==> src/pxc_defines.vh <==
// Offsets, field positions and reset values of the capability register bank
`ifndef PXC_DEFINES_VH
`define PXC_DEFINES_VH

// ----------------------------------------
// Register offsets (dword aligned)
// ----------------------------------------
`define PXC_OFF_BRIDGE_STATUS 8'h84
`define PXC_OFF_UP_SPLIT 8'h88
`define PXC_OFF_DN_SPLIT 8'h8c
`define PXC_OFF_POWER_CAP 8'h90
`define PXC_OFF_POWER_CSR 8'h94
`define PXC_OFF_SLOT_IDENT 8'ha0

// ----------------------------------------
// Configuration bus encodings
// ----------------------------------------
`define PXC_CMD_CFG_READ 4'ha
`define PXC_CMD_CFG_WRITE 4'hb
`define PXC_ADDR_TYPE0 2'h0

// ----------------------------------------
// Status field positions and resets
// ----------------------------------------
`define PXC_BIT_WIDE 16
`define PXC_BIT_FAST 17
`define PXC_BIT_DISCARD 18
`define PXC_BIT_UNEXP 19
`define PXC_BIT_OVERRUN 20
`define PXC_BIT_DELAYED 21
`define PXC_RST_FUNC 3'h0
`define PXC_RST_DEV 5'h1f
`define PXC_RST_BUS 8'hff

// ----------------------------------------
// Split budget values
// ----------------------------------------
`define PXC_SPLIT_CAP 16'h0010
`define PXC_RST_LIMIT 16'h0010
`define PXC_LIMIT_NONE 16'hffff

// ----------------------------------------
// Power management constants
// ----------------------------------------
`define PXC_PM_CAP_ID 8'h01
`define PXC_PM_NEXT 8'ha8
`define PXC_PM_VERSION 3'h2
`define PXC_PM_AUX 3'h1
`define PXC_PM_EVT_SUP 5'h19
`define PXC_PS_D0 2'h0
`define PXC_PS_D3 2'h3
`define PXC_BIT_PME_EN 8
`define PXC_BIT_PME_ST 15
`define PXC_SLOT_CAP_ID 8'h04
`define PXC_RESET_PULSE 4'h4
// Enabled cycles after reset before the strap level is trusted
`define PXC_STRAP_WAIT 3'h4

`endif

==> src/pxc_cap_regs.v <==
// Bridge status, split budget and power capability configuration registers
`timescale 1ns/1ns
`default_nettype none
`include "pxc_defines.vh"

module pxc_cap_regs
(
	input wire clk,
	input wire reset_n,
	input wire clk_en,
	input wire reverse_mode,
	input wire wide_transfer_request_n,
	input wire cfg_valid,
	input wire [3:0] cfg_cmd,
	input wire cfg_idsel,
	input wire [31:0] cfg_addr,
	input wire [31:0] cfg_wdata,
	input wire [3:0] cfg_be,
	input wire [2:0] own_function,
	input wire [7:0] primary_bus_number,
	input wire ev_completion_discarded,
	input wire ev_completion_arrived,
	input wire [15:0] ev_requester_id,
	input wire ev_completion_overrun,
	input wire [15:0] req_size_adq,
	input wire [15:0] up_outstanding_adq,
	input wire [15:0] dn_outstanding_adq,
	input wire up_req_pending,
	input wire dn_req_pending,
	input wire power_event,
	output reg [31:0] cfg_rdata,
	output reg cfg_hit,
	output wire [15:0] completer_id,
	output wire up_req_allow,
	output wire dn_req_allow,
	output wire [1:0] power_state,
	output reg internal_reset,
	output wire power_event_out_n
);

	// ----------------------------------------
	// State
	// ----------------------------------------
	reg [2:0] func_q; // Function number
	reg [4:0] dev_q; // Device number
	reg [7:0] bus_q; // Bus number
	reg wide_q; // Primary wide-capable bit
	reg discard_q; // Discarded completion flag
	reg unexp_q; // Unexpected completion flag
	reg overrun_q; // Completion overrun flag
	reg delayed_q; // Request delayed flag
	reg [15:0] up_limit_q; // Upstream commitment limit
	reg [15:0] dn_limit_q; // Downstream commitment limit
	reg [1:0] pstate_q; // Power state
	reg pme_en_q; // Sticky event enable
	reg pme_st_q; // Sticky event status
	reg [3:0] rst_cnt_q; // Internal reset pulse counter
	reg rst_seen_q; // Reset release seen for strap capture
	reg [2:0] strap_cnt_q; // Waits for the synchroniser to settle
	wire req_wide_sync; // Synchronised wide request level

	// ----------------------------------------
	// Strap input synchroniser
	// ----------------------------------------
	pxc_sync u_wide_sync
	(
		.clk(clk),
		.reset_n(reset_n),
		.clk_en(clk_en),
		.async_in(wide_transfer_request_n),
		.reset_val(1'b1),
		.sync_out(req_wide_sync)
	);

	// ----------------------------------------
	// Decode
	// ----------------------------------------
	wire addressed; // Transaction is a type 0 access to us
	wire wr_hit; // Write aimed at this bridge
	wire [7:0] reg_off; // Dword offset
	wire [31:0] wmask; // Byte-enable mask
	wire [16:0] up_sum; // Upstream committed plus new, with carry
	wire [16:0] dn_sum; // Downstream committed plus new, with carry
	wire up_room; // Upstream request fits
	wire dn_room; // Downstream request fits
	wire own_req; // Requester ID equals our own

	assign addressed = cfg_valid && cfg_idsel &&
		(cfg_addr[1:0] == `PXC_ADDR_TYPE0) &&
		(cfg_addr[10:8] == own_function);
	assign wr_hit = addressed && (cfg_cmd == `PXC_CMD_CFG_WRITE);
	assign reg_off = {cfg_addr[7:2], 2'h0};
	assign wmask = {{8{cfg_be[3]}}, {8{cfg_be[2]}},
		{8{cfg_be[1]}}, {8{cfg_be[0]}}};
	assign completer_id = {bus_q, dev_q, func_q};
	assign own_req = (ev_requester_id == completer_id);
	assign up_sum = {1'b0, up_outstanding_adq} + {1'b0, req_size_adq};
	assign dn_sum = {1'b0, dn_outstanding_adq} + {1'b0, req_size_adq};
	// Unlimited setting passes regardless of space; sum kept full width
	assign up_room = (up_limit_q == `PXC_LIMIT_NONE) ||
		(up_sum <= {1'b0, up_limit_q});
	assign dn_room = (dn_limit_q == `PXC_LIMIT_NONE) ||
		(dn_sum <= {1'b0, dn_limit_q});
	assign up_req_allow = up_room;
	assign dn_req_allow = dn_room;
	assign power_state = pstate_q;
	// Event output low only when enabled and pending
	assign power_event_out_n = ~(pme_en_q & pme_st_q);

	// ----------------------------------------
	// Write data seen per field
	// ----------------------------------------
	wire [31:0] w_clr; // Write-one-to-clear bits
	wire [1:0] ps_new; // Power state being written
	wire ps_write; // Power state write valid
	assign w_clr = cfg_wdata & wmask;
	assign ps_new = cfg_wdata[1:0];
	assign ps_write = wr_hit && (reg_off == `PXC_OFF_POWER_CSR) &&
		cfg_be[0] && ((ps_new == `PXC_PS_D0) ||
		(ps_new == `PXC_PS_D3));

	// Identity fields and strap capture
	always @(posedge clk)
	begin
		if (!reset_n)
		begin
			func_q <= `PXC_RST_FUNC;
			dev_q <= `PXC_RST_DEV;
			bus_q <= `PXC_RST_BUS;
			wide_q <= 1'b0;
			rst_seen_q <= 1'b0;
			strap_cnt_q <= 3'h0;
		end
		else if (clk_en)
		begin
			// Strap captured once the synchroniser has flushed
			if (!rst_seen_q)
			begin
				if (strap_cnt_q == `PXC_STRAP_WAIT)
				begin
					rst_seen_q <= 1'b1;
					wide_q <= reverse_mode & ~req_wide_sync;
				end
				else
					strap_cnt_q <= strap_cnt_q + 3'h1;
			end
			if (wr_hit)
			begin
				dev_q <= cfg_addr[15:11];
				func_q <= cfg_addr[10:8];
			end
			bus_q <= primary_bus_number;
		end
	end

	// Sticky error flags, set wins over clear
	always @(posedge clk)
	begin
		if (!reset_n)
		begin
			discard_q <= 1'b0;
			unexp_q <= 1'b0;
			overrun_q <= 1'b0;
			delayed_q <= 1'b0;
		end
		else if (clk_en)
		begin
			if (wr_hit && (reg_off == `PXC_OFF_BRIDGE_STATUS))
			begin
				if (w_clr[`PXC_BIT_DISCARD])
					discard_q <= 1'b0;
				if (w_clr[`PXC_BIT_UNEXP])
					unexp_q <= 1'b0;
				if (w_clr[`PXC_BIT_OVERRUN])
					overrun_q <= 1'b0;
				if (w_clr[`PXC_BIT_DELAYED])
					delayed_q <= 1'b0;
			end
			// Discarded completions tracked in forward mode only
			if (!reverse_mode && ev_completion_discarded)
				discard_q <= 1'b1;
			// Unexpected completion matches our own ID in reverse mode
			if (reverse_mode && ev_completion_arrived && own_req)
				unexp_q <= 1'b1;
			if (ev_completion_overrun)
				overrun_q <= 1'b1;
			if ((up_req_pending && !up_room) ||
				(dn_req_pending && !dn_room))
				delayed_q <= 1'b1;
		end
	end

	// Commitment limits
	always @(posedge clk)
	begin
		if (!reset_n)
		begin
			up_limit_q <= `PXC_RST_LIMIT;
			dn_limit_q <= `PXC_RST_LIMIT;
		end
		else if (clk_en && wr_hit)
		begin
			if (reg_off == `PXC_OFF_UP_SPLIT)
				up_limit_q <= (up_limit_q & ~wmask[31:16]) |
					(cfg_wdata[31:16] & wmask[31:16]);
			if (reg_off == `PXC_OFF_DN_SPLIT)
				dn_limit_q <= (dn_limit_q & ~wmask[31:16]) |
					(cfg_wdata[31:16] & wmask[31:16]);
		end
	end

	// Power state and internal reset sequencing
	always @(posedge clk)
	begin
		if (!reset_n)
		begin
			pstate_q <= `PXC_PS_D0;
			rst_cnt_q <= 4'h0;
			internal_reset <= 1'b0;
		end
		else if (clk_en)
		begin
			if (ps_write)
			begin
				pstate_q <= ps_new;
				if ((pstate_q == `PXC_PS_D3) && (ps_new == `PXC_PS_D0))
					rst_cnt_q <= `PXC_RESET_PULSE;
			end
			else if (rst_cnt_q != 4'h0)
				rst_cnt_q <= rst_cnt_q - 4'h1;
			// Internal reset only; bus reset pin untouched
			internal_reset <= (rst_cnt_q != 4'h0);
		end
	end

	// Sticky power-event bits survive internal reset
	always @(posedge clk)
	begin
		if (!reset_n)
		begin
			pme_en_q <= 1'b0;
			pme_st_q <= 1'b0;
		end
		else if (clk_en)
		begin
			if (wr_hit && (reg_off == `PXC_OFF_POWER_CSR) && cfg_be[1])
			begin
				pme_en_q <= cfg_wdata[`PXC_BIT_PME_EN];
				if (cfg_wdata[`PXC_BIT_PME_ST])
					pme_st_q <= 1'b0;
			end
			if (power_event)
				pme_st_q <= 1'b1;
		end
	end

	// ----------------------------------------
	// Read path
	// ----------------------------------------
	// Read data registered, hit flags an addressed read
	always @(posedge clk)
	begin
		if (!reset_n)
		begin
			cfg_rdata <= 32'h0;
			cfg_hit <= 1'b0;
		end
		else if (clk_en)
		begin
			cfg_hit <= addressed && (cfg_cmd == `PXC_CMD_CFG_READ);
			case (reg_off)
				`PXC_OFF_BRIDGE_STATUS:
					cfg_rdata <= {10'h0, delayed_q, overrun_q,
						unexp_q & reverse_mode,
						discard_q & ~reverse_mode,
						reverse_mode,
						wide_q, bus_q, dev_q, func_q};
				`PXC_OFF_UP_SPLIT:
					cfg_rdata <= {up_limit_q, `PXC_SPLIT_CAP};
				`PXC_OFF_DN_SPLIT:
					cfg_rdata <= {dn_limit_q, `PXC_SPLIT_CAP};
				`PXC_OFF_POWER_CAP:
					cfg_rdata <= {`PXC_PM_EVT_SUP, 2'h0, `PXC_PM_AUX,
						2'h0, 1'b0, `PXC_PM_VERSION,
						`PXC_PM_NEXT, `PXC_PM_CAP_ID};
				`PXC_OFF_POWER_CSR:
					cfg_rdata <= {16'h0, pme_st_q, 6'h0, pme_en_q,
						6'h0, pstate_q};
				`PXC_OFF_SLOT_IDENT:
					cfg_rdata <= {24'h0, `PXC_SLOT_CAP_ID};
				default:
					cfg_rdata <= 32'h0;
			endcase
		end
	end

endmodule // pxc_cap_regs

`default_nettype wire

==> src/pxc_sync.v <==
// Three-stage input synchroniser with agreement filter
`timescale 1ns/1ns
`default_nettype none

module pxc_sync
(
	input wire clk,
	input wire reset_n,
	input wire clk_en,
	input wire async_in,
	input wire reset_val,
	output reg sync_out
);

	// ----------------------------------------
	// Stages
	// ----------------------------------------
	reg s1_q; // First stage, read only by s2
	reg s2_q; // Second stage
	reg s3_q; // Third stage

	// Shift and accept a level once stages two and three agree
	always @(posedge clk)
	begin
		if (!reset_n)
		begin
			// Stages start at the idle level so no false change follows
			s1_q <= reset_val;
			s2_q <= reset_val;
			s3_q <= reset_val;
			sync_out <= reset_val;
		end
		else if (clk_en)
		begin
			s1_q <= async_in;
			s2_q <= s1_q;
			s3_q <= s2_q;
			if (s2_q == s3_q)
				sync_out <= s3_q;
		end
	end

endmodule // pxc_sync

`default_nettype wire

==> config.mk <==
export PLATFORM = sky130hd
export DESIGN_NAME = pxc_cap_regs
export DESIGN_NICKNAME = d
export VERILOG_FILES = /design/src/pxc_cap_regs.v /design/src/pxc_sync.v
export VERILOG_INCLUDE_DIRS = /design/src
export SDC_FILE = /design/constraint.sdc
export NUM_CORES = 1
export LEC_CHECK = 0
export BUFFER_PORTS_ARGS = -buffer_cell sky130_fd_sc_hd__buf_2
export CAP_MARGIN = 5
export CORE_AREA = 2 2 118 120
export CTS_BUF_LIST = sky130_fd_sc_hd__clkbuf_4
export CTS_CLUSTER_DIAMETER = 120
export DETAILED_ROUTE_END_ITERATION = 8
export DIE_AREA = 0 0 120 122
export PLACE_DENSITY = 0.82
export SETUP_SLACK_MARGIN = 0.3
export SLEW_MARGIN = 10
export SYNTH_ARGS = -nofsm -noshare
export SYNTH_HDL_FRONTEND = slang
export SYNTH_HIERARCHICAL = 1
export SYNTH_SLANG_ARGS = --single-unit
==> constraint.sdc <==
create_clock -name clk -period 4.34 [get_ports clk]
set_input_delay 0.434 -clock clk [delete_from_list [all_inputs] [get_ports clk]]
set_output_delay 0.434 -clock clk [all_outputs]
set_load 0.005 [all_outputs]
Yosys cells after proc, flatten, opt, wreduce, memory -nomap -nowiden
Cells that the tools add are included. Widths: inputs -> output; s select.

Output and inout port bits: 55. Latch bits: 0. RAM bits: 0. Word-level logic and storage cells: 135. ROM bits: 0. Register bits after elaboration: 103. Input bits: 160. Memories: 0.

Reductions and logical operators: 52. $lt $le $gt $ge: 2. Muxes and demuxes: 21. Shift operators: 0. Divide/modulo/power cells: 0. Multiply operators: 0. Bitwise gates (word level): 16. Equality and inequality tests: 17. Add/subtract/negate cells: 4.

Operators with widths (count): $pmux 32 s6 (1); $and 16x16->16 (3); $eq 6x6->1 const B (6); $add 16x16->17 (2); $le 17x16->1 (2); $eq 16x16->1 const B (2); $or 16x16->16 (2); $reduce_and 3->1 (8); $and 22x22->22 (1); $reduce_bool 2->1 (11); $logic_and 1x1->1 (17); $mux 1 (17); $eq 16x16->1 (1); $not 16->16 (1); $mux 4 (3); $reduce_and 2->1 (6); $eq 4x4->1 const B (2); $not 1->1 (5); $and 1x1->1 (4); $eq 2x2->1 const B (2); $logic_not 2->1 (2); $logic_or 1x1->1 (4); $reduce_bool 4->1 (1); $sub 4x1->4 const B (1); other kinds (6) (8).

Depth between registers and ports, before layout
Gate-level depths: netlist of the first run.

Depth in word-level cells: 9. Depth in mapped cells: 18. Depth with buffers taken out: 18.

Hierarchy
Netlist of the first run, hierarchy kept.

By module, submodules not included: pxc_cap_regs (area each 6935.4 um2, sequential area each 1981.9 um2, instances 1, cells an instance 826); pxc_sync (area each 185.2 um2, sequential area each 120.1 um2, instances 1, cells an instance 17).

Worst setup path before layout of the first run
Ideal clock, no wire load.

Kind: input -> output. Start: in req_size_adq[0]. End: out dn_req_allow. Stages on the path: 17. Arrival time: 3.209 ns. Setup slack: 0.697 ns. Buffers on the path: 0. Required time: 3.906 ns. Cell sequence: ha_1 > inv_1 > fa_1 > nand2b_1 > a21o_1 > a211oi_1 > a2111oi_2 > o31ai_1 > a21oi_1 > xnor2_1 > ha_1 > nand4_1 > nor2_1 > and4_1 > o21a_1 > o21ai_0 > o21bai_2.

Longest elaborated chain between the ends: 3.

Ends and longest elaborated chain: start: declaration (RTL line pxc_cap_regs.v:25) `input wire [15:0] req_size_adq,`; $add 16x16->17 (RTL line pxc_cap_regs.v:98) `assign dn_sum = {1'b0, dn_outstanding_adq} + {1'b0, req_size_adq};`; $le 17x16->1 (RTL line pxc_cap_regs.v:103) `(dn_sum <= {1'b0, dn_limit_q});`; $logic_or 1x1->1 (RTL line pxc_cap_regs.v:102) `` assign dn_room = (dn_limit_q == `PXC_LIMIT_NONE) || ``; end: declaration (RTL line pxc_cap_regs.v:35) `output wire dn_req_allow,`.

Every way passes these cells.

Worst setup path after layout of the first run
Start: in req_size_adq[0]. End: out up_req_allow.

Longest elaborated chain between the ends: 3.

Ends and longest elaborated chain: $add 16x16->17 (RTL line pxc_cap_regs.v:97) `assign up_sum = {1'b0, up_outstanding_adq} + {1'b0, req_size_adq};`; $le 17x16->1 (RTL line pxc_cap_regs.v:101) `(up_sum <= {1'b0, up_limit_q});`; $logic_or 1x1->1 (RTL line pxc_cap_regs.v:100) `` assign up_room = (up_limit_q == `PXC_LIMIT_NONE) || ``; end: declaration (RTL line pxc_cap_regs.v:34) `output wire up_req_allow,`.

Every way passes these cells.

==> run summary, run 1 <==
* run status: completed
* number of vias in the routed layout: 6639
* Pins Over Slew Limit: 0
* Setup crit start kind: input pin
* worst-case setup margin in the final layout: 0.372 ns
* placement-stage worst setup slack: 0.0172 ns
* power density over cell area: 248 mW/mm²
* transition time at the pin with the least slew margin: 0.963 ns
* number of hold-slack violations in the final timing report: 0
* remaining antenna violation count: 0
* worst endpoint required time: 3.91 ns
* number of placed I/O pins: 215
* detailed-route wire length per cell: 15.5 µm
* GRT Overall Usage: 25.2%
* critical path cell sequence: buf_8, ha_1, inv_1, fa_1, nor2b_2, o31a_1, o2111ai_2, a21oi_2, nor2_1, xnor2_1, ha_1, nand4_1, nor4_4, a221o_1, o22ai_2, a21o_1, buf_2
* standard cell with the maximum stage delay on the critical path: sky130_fd_sc_hd__fa_1
* nets in the synthesized netlist: 1073
* area growth from synthesis to layout: 19.3%
* CTS Sinks: 103
* die footprint: 0.0146 mm²
* share of the yosys chip area belonging to registers: 29.5%
* top-area cell type share of the netlist area: 27.8%
* number of enable-type register cells in the synthesized netlist: 4
* reported max-cap violation count: 0
* Initial Util: 52.7%
* Tmin final: 3.97 ns
* global route total overflow: 0
* data arrival at the endpoint of the critical path: 3.53 ns
* post-detailed-route via-to-cell ratio: 5.50
* clock-pin slew on the worst setup and hold paths: 0.18 ns
* most used flip-flop cell after synthesis: sky130_fd_sc_hd__dfxtp_1
* top metal layer carrying routed signals: met5
* CTS buffer count: 9
* FF+latch count, synth: 103
* Yosys top cell by area: sky130_fd_sc_hd__dfxtp_1
* Post-Synthesis Mean Instance Area: 8.45 µm²
* slew margin rel.: 35.7%
* wirelength, routed: 18700 µm
* y dimension of the die: 122 µm
* met3 routed wirelength: 1120 µm
* share of the core filled with cells in the final layout: 62.9%
* number of rows in the core area: 43
* DR WL met2: 8820 µm
* Buffers on Ports: 186
* CP Max Fanout: 3
* Post-Route M1 WL: 8340 µm
* Fin Setup TNS: 0 ns
* depth of the CTS H-tree: 3
* number of antenna violations at the first check in global routing: 2
* biggest area contributors in the synthesized netlist: sky130_fd_sc_hd__dfxtp_1 28%, sky130_fd_sc_hd__ha_1 12%, sky130_fd_sc_hd__mux2i_1 7.6%, sky130_fd_sc_hd__xnor2_1 4.7%, sky130_fd_sc_hd__inv_1 4.2%
* crit-path most repeated cell: sky130_fd_sc_hd__ha_1
* Setup Viol. Count Final: 0
* Max Root-Sink Buffers: 2
* maximum number of pins on one net before global-route repair: 67
* Die W: 120 µm
* Synth Cell Area: 0.00712 mm²
* critical path's top delay family: compound AO/OA/AOI/OAI gates
* number of buffers and inverters on the critical path: 3
* share of the clock period used by the worst path: 91.4%
* global-route wire length before repair: 29800 µm
* critical path class: input pin to output port
* setup repair after global routing missed its margin: true
* post-detailed-route DRC marker count: 0
* cell at the root of the clock tree: sky130_fd_sc_hd__clkbuf_4
* Nets: 1251
* number of standard cells after synthesis: 843
* standard cell core area: 0.0135 mm²
* Max IR drop VDD: 204 µV
* most common cell after layout, fill and taps aside: sky130_fd_sc_hd__buf_2
* number of DRC violations after detailed-routing iteration 0: 328
* Worst-Skew Late Latency: 0.48 ns
* Detailed Place HPWL: 14400 µm
* count of cell types in the netlist: 68
* leakage dissipation: 3.67 nW
* highest clock frequency the design can meet: 252 MHz
* Warnings, synthesis: 6
* count of TritonRoute iterations in the first routing pass: 5
* Clock Skews: 0.0163 ns
* top library cells by usage in the layout, fill and taps aside: 184 x sky130_fd_sc_hd__buf_2, 99 x sky130_fd_sc_hd__dfxtp_1, 78 x sky130_fd_sc_hd__inv_1, 67 x sky130_fd_sc_hd__ha_1, 60 x sky130_fd_sc_hd__nand2_1
* vias in the first global route: 6284
* Hold Path Class: input pin to flip-flop
* endpoint class of the critical path: output port
* share of layout cells above drive strength 1: 23.9%
* CTS tree: done
* fraction of registers with async set/reset: 0%
* slowest stage delay, CP: 0.41 ns
* last weighted congestion value of the routability-driven placer: 0.894
[metrics by stage]
stage          hold WS [ns]  std cells  instance area [µm²]  total power [W]
2_1_floorplan         0.448        843                 7120          0.00137
3_3_place_gp          0.463       1184                 8180          0.00153
3_5_place_dp          0.472       1184                 8180          0.00155
5_1_grt               0.131       1207                 8500          0.00222
4_1_cts               0.134       1205                 8430          0.00208
6_report              0.142       1207                 8500          0.00211
[routing by layer]
metal | GRT usage [%] | up-vias
li1 | - | 3321
met1 | 32.2 | 3082
met2 | 43.2 | 204
met3 | 4.12 | 30
met4 | 8.60 | 2
met5 | 0 | -
[synth_stat cells, types with 4 or more instances]
cell type,number
sky130_fd_sc_hd__a32oi_1,5
sky130_fd_sc_hd__a21boi_0,15
sky130_fd_sc_hd__nand4_1,17
sky130_fd_sc_hd__and3_1,6
sky130_fd_sc_hd__edfxtp_1,4
sky130_fd_sc_hd__a21o_1,8
sky130_fd_sc_hd__a2111oi_0,4
sky130_fd_sc_hd__and4_1,4
sky130_fd_sc_hd__clkbuf_1,17
sky130_fd_sc_hd__ha_1,68
sky130_fd_sc_hd__o22ai_1,24
sky130_fd_sc_hd__o211ai_1,6
sky130_fd_sc_hd__xor2_1,9
sky130_fd_sc_hd__xnor2_1,38
sky130_fd_sc_hd__nor3_1,9
sky130_fd_sc_hd__o21a_1,7
sky130_fd_sc_hd__nor2b_1,46
sky130_fd_sc_hd__nand2b_1,19
sky130_fd_sc_hd__a22oi_1,6
sky130_fd_sc_hd__buf_1,4
sky130_fd_sc_hd__dfxtp_1,99
sky130_fd_sc_hd__a21oi_1,39
sky130_fd_sc_hd__nor4_1,5
sky130_fd_sc_hd__nor2_1,41
sky130_fd_sc_hd__a31oi_1,9
sky130_fd_sc_hd__inv_1,80
sky130_fd_sc_hd__nand2_1,60
sky130_fd_sc_hd__o21ai_1,4
sky130_fd_sc_hd__nand3_1,26
sky130_fd_sc_hd__buf_2,7
sky130_fd_sc_hd__o21ai_0,26
sky130_fd_sc_hd__and2_1,28
sky130_fd_sc_hd__mux2i_1,54
[worst min-delay path, cell delays in order]
cell and delay [ns]:
sky130_fd_sc_hd__buf_2 0.08, sky130_fd_sc_hd__mux2i_1 0.05, sky130_fd_sc_hd__nand2_1 0.05
[final timing paths]
check                       start             to  slack [ns]  depth (start not counted)
hold reg to reg     cfg_rdata[14]  cfg_rdata[14]        0.49                          2
hold / removal       cfg_addr[14]       dev_q[3]        0.14                          3
setup reg to reg        flip-flop      delayed_q        2.16                          9
setup / recovery  req_size_adq[0]   up_req_allow        0.37                         17
[cell type report]
| class | instances | area (µm²) |
|---|---|---|
| fill | 1173 | 5010 |
| multi-input combinational | 628 | 4670 |
| sequential | 103 | 2100 |
| timing repair buffer | 199 | 1040 |
| inverter | 80 | 300 |
| tap | 180 | 225 |
| clock inverter | 7 | 81.3 |
| clock buffer | 9 | 67.6 |
| antenna | 1 | 2.50 |
[logic make-up after synthesis]
family	Yosys count	share of synthesized area, %
buf+inv	112	6.45
flops	103	29.5
other cells	1	0.0527
xor+xnor	47	5.78
simple gates	280	21.8
fa+ha+maj	70	12.5
compound gates	175	16.1
mux	55	7.75
[report_power, final]
part           switching, W  internal (W)
Clock              0.000348      0.000181
Combinational      0.000320      0.000277
Sequential        0.0000119      0.000968
[what timing repair did]
item,in CTS,in global routing
pin swaps,14,9
buffers inserted,5,1
gates resized for setup,15,12
setup endpoints to repair,2,2
hold buffers,0,0
cloned,0,0
Note: power is estimated with default switching activity, not from simulation.
==> run 2: changes to the inputs <==
Settings changed: BUFFER_PORTS_ARGS -buffer_cell sky130_fd_sc_hd__buf_2 to -buffer_cell sky130_fd_sc_hd__clkbuf_2.
==> run summary, run 2 (same netlist as run 1, synthesis figures left out) <==
* run status: completed
* Tmin final: 4.03 ns, +0.0601 ns
* number of rows in the core area: 43, unchanged
* count of TritonRoute iterations in the first routing pass: 7, +2
* Hold Path Class: input pin to flip-flop
* Initial Util: 52.7%, unchanged
* most common cell after layout, fill and taps aside: sky130_fd_sc_hd__clkbuf_2
* Clock Skews: 0.0179 ns, +0.00154 ns
* share of the clock period used by the worst path: 92.8%, +1.4 points
* placement-stage worst setup slack: 0.0945 ns, +0.0773 ns
* data arrival at the endpoint of the critical path: 3.59 ns, +0.06 ns
* CTS Sinks: 103, unchanged
* number of DRC violations after detailed-routing iteration 0: 460, +40%
* Buffers on Ports: 186, unchanged
* Setup crit start kind: input pin
* remaining antenna violation count: 0, unchanged
* number of placed I/O pins: 215, unchanged
* CP Max Fanout: 3, unchanged
* y dimension of the die: 122 µm, unchanged
* Nets: 1254, +0.24%
* global-route wire length before repair: 29800 µm, +0.14%
* setup repair after global routing missed its margin: true
* slew margin rel.: 38.4%, +2.8 points
* vias in the first global route: 6263, -0.33%
* Die W: 120 µm, unchanged
* total power draw: 0.00221 W, +5.1%
* highest clock frequency the design can meet: 248 MHz, -1.5%
* worst endpoint required time: 3.91 ns, about the same
* critical path class: input pin to output port
* last weighted congestion value of the routability-driven placer: 0.878, -1.8%
* reported max-cap violation count: 0, unchanged
* detailed-route wire length per cell: 15.5 µm, +0.20%
* area growth from synthesis to layout: 20.9%
* GRT Overall Usage: 25.3%, +0.060 points
* number of vias in the routed layout: 6679, +0.60%
* number of hold-slack violations in the final timing report: 0, unchanged
* cell at the root of the clock tree: sky130_fd_sc_hd__clkbuf_4
* post-detailed-route DRC marker count: 0, unchanged
* CTS tree: done
* endpoint class of the critical path: output port
* wirelength, routed: 18800 µm, +0.36%
* top metal layer carrying routed signals: met4
* maximum number of pins on one net before global-route repair: 45, -33%
* CTS buffer count: 9, unchanged
* fillers: 1149, -2.0%
* Ant. Diodes: 0, -1
* Post-Route M1 WL: 8310 µm, -0.25%
* top library cells by usage in the layout, fill and taps aside: 183 x sky130_fd_sc_hd__clkbuf_2, 99 x sky130_fd_sc_hd__dfxtp_1, 78 x sky130_fd_sc_hd__inv_1, 67 x sky130_fd_sc_hd__ha_1, 60 x sky130_fd_sc_hd__nand2_1
* post-detailed-route via-to-cell ratio: 5.52, +0.44%
* die footprint: 0.0146 mm², unchanged
* worst-case setup margin in the final layout: 0.312 ns, -0.0601 ns
* Max Root-Sink Buffers: 2, unchanged
* Detailed Place HPWL: 14200 µm, -0.98%
* share of layout cells above drive strength 1: 24.8%, +0.90 points
* Setup Viol. Count Final: 0, unchanged
* DR WL met2: 8860 µm, +0.45%
* Fin Setup TNS: 0 ns, unchanged
* Worst-Skew Late Latency: 0.47 ns, about the same
* Pins Over Slew Limit: 0, unchanged
* Max IR drop VDD: 211 µV, +3.5%
* leakage dissipation: 3.73 nW, +1.6%
* power density over cell area: 257 mW/mm², +3.7%
* clock-pin slew on the worst setup and hold paths: 0.16 ns, -0.02 ns
* global route total overflow: 0, unchanged
* transition time at the pin with the least slew margin: 0.923 ns, -0.0391 ns
* standard cell core area: 0.0135 mm², unchanged
* depth of the CTS H-tree: 3, unchanged
* met3 routed wirelength: 1200 µm, +7.3%
* number of antenna violations at the first check in global routing: 0, -2
## run 2: cell types whose count changed in the layout (fill, tap and decap cells not counted), moves of 2 or more
| cell | delta |
|---|---|
| sky130_fd_sc_hd__nor3_2 | +2 |
| sky130_fd_sc_hd__buf_2 | -183 |
| sky130_fd_sc_hd__nor3_1 | -2 |
| sky130_fd_sc_hd__clkinv_4 | -2 |
| sky130_fd_sc_hd__bufinv_16 | +2 |
| sky130_fd_sc_hd__buf_4 | +3 |
| sky130_fd_sc_hd__clkbuf_2 | +183 |
| sky130_fd_sc_hd__clkinvlp_4 | -3 |
## run 2: timing repair
action / 4_1_cts / 5_1_grt
cloned: 0 / 0
resized for setup: 13 / 28
setup buffers: 5 / 4
endpoints found under the setup margin: 2 / 2
pin swaps: 15 / 19
hold buffers: 0 / 0
## run 2: routing by layer
layer	up-vias	global-route usage [%]
li1	3325	-
met1	3106	33.1
met2	222	42.5
met3	26	4.12
met4	0	8.24
met5	-	0
## run 2: path summary, 6_finish.rpt
check	start	endpoint	slack, ns	cells after the start
setup / recovery	req_size_adq[1]	dn_req_allow	0.31	17
hold / removal	primary_bus_number[6]	bus_q[6]	0.16	3
setup reg to reg	flip-flop	delayed_q	2.08	10
hold reg to reg	cfg_hit	cfg_hit	0.49	2
## run 2: final cells by class
type / instances / area (µm²) / area share [%]
multi-input combinational: 628 / 4730 / 55.0
sequential: 103 / 2100 / 24.4
tap: 180 / 225 / 2.62
inverter: 80 / 300 / 3.49
timing repair buffer: 202 / 1070 / 12.4
clock inverter: 6 / 108 / 1.25
clock buffer: 10 / 75.1 / 0.872
## run 2: power by group
part           switching [W]  internal (W)  leakage, nW
sequential         0.0000121      0.000968        0.842
clock               0.000319      0.000298       0.0984
combinational       0.000329      0.000287         2.79
total               0.000660       0.00155         3.73
## run 2: metrics by stage
stage	area (µm²)	hold WS [ns]	cells	utilization [%]
finish	8610	0.159	1209	63.8
global route	8610	0.148	1209	63.8
CTS	8480	0.142	1205	62.8
detailed placement	8180	0.468	1184	60.6
global placement	8180	0.463	1184	60.6
floorplan	7120	0.448	843	-
## run 2: critical path, cell delays in order
cell,delay (ns)
sky130_fd_sc_hd__clkbuf_2,0.11
sky130_fd_sc_hd__ha_1,0.30
sky130_fd_sc_hd__a21o_1,0.21
sky130_fd_sc_hd__a21boi_2,0.23
sky130_fd_sc_hd__o211ai_1,0.16
sky130_fd_sc_hd__a311oi_2,0.29
sky130_fd_sc_hd__o21bai_1,0.14
sky130_fd_sc_hd__a21oi_1,0.20
sky130_fd_sc_hd__xnor2_1,0.15
sky130_fd_sc_hd__ha_1,0.27
sky130_fd_sc_hd__a211oi_1,0.22
sky130_fd_sc_hd__nor2_1,0.10
sky130_fd_sc_hd__nor3_2,0.22
sky130_fd_sc_hd__o21a_1,0.16
sky130_fd_sc_hd__o21ai_2,0.06
sky130_fd_sc_hd__o21bai_2,0.18
sky130_fd_sc_hd__buf_2,0.14
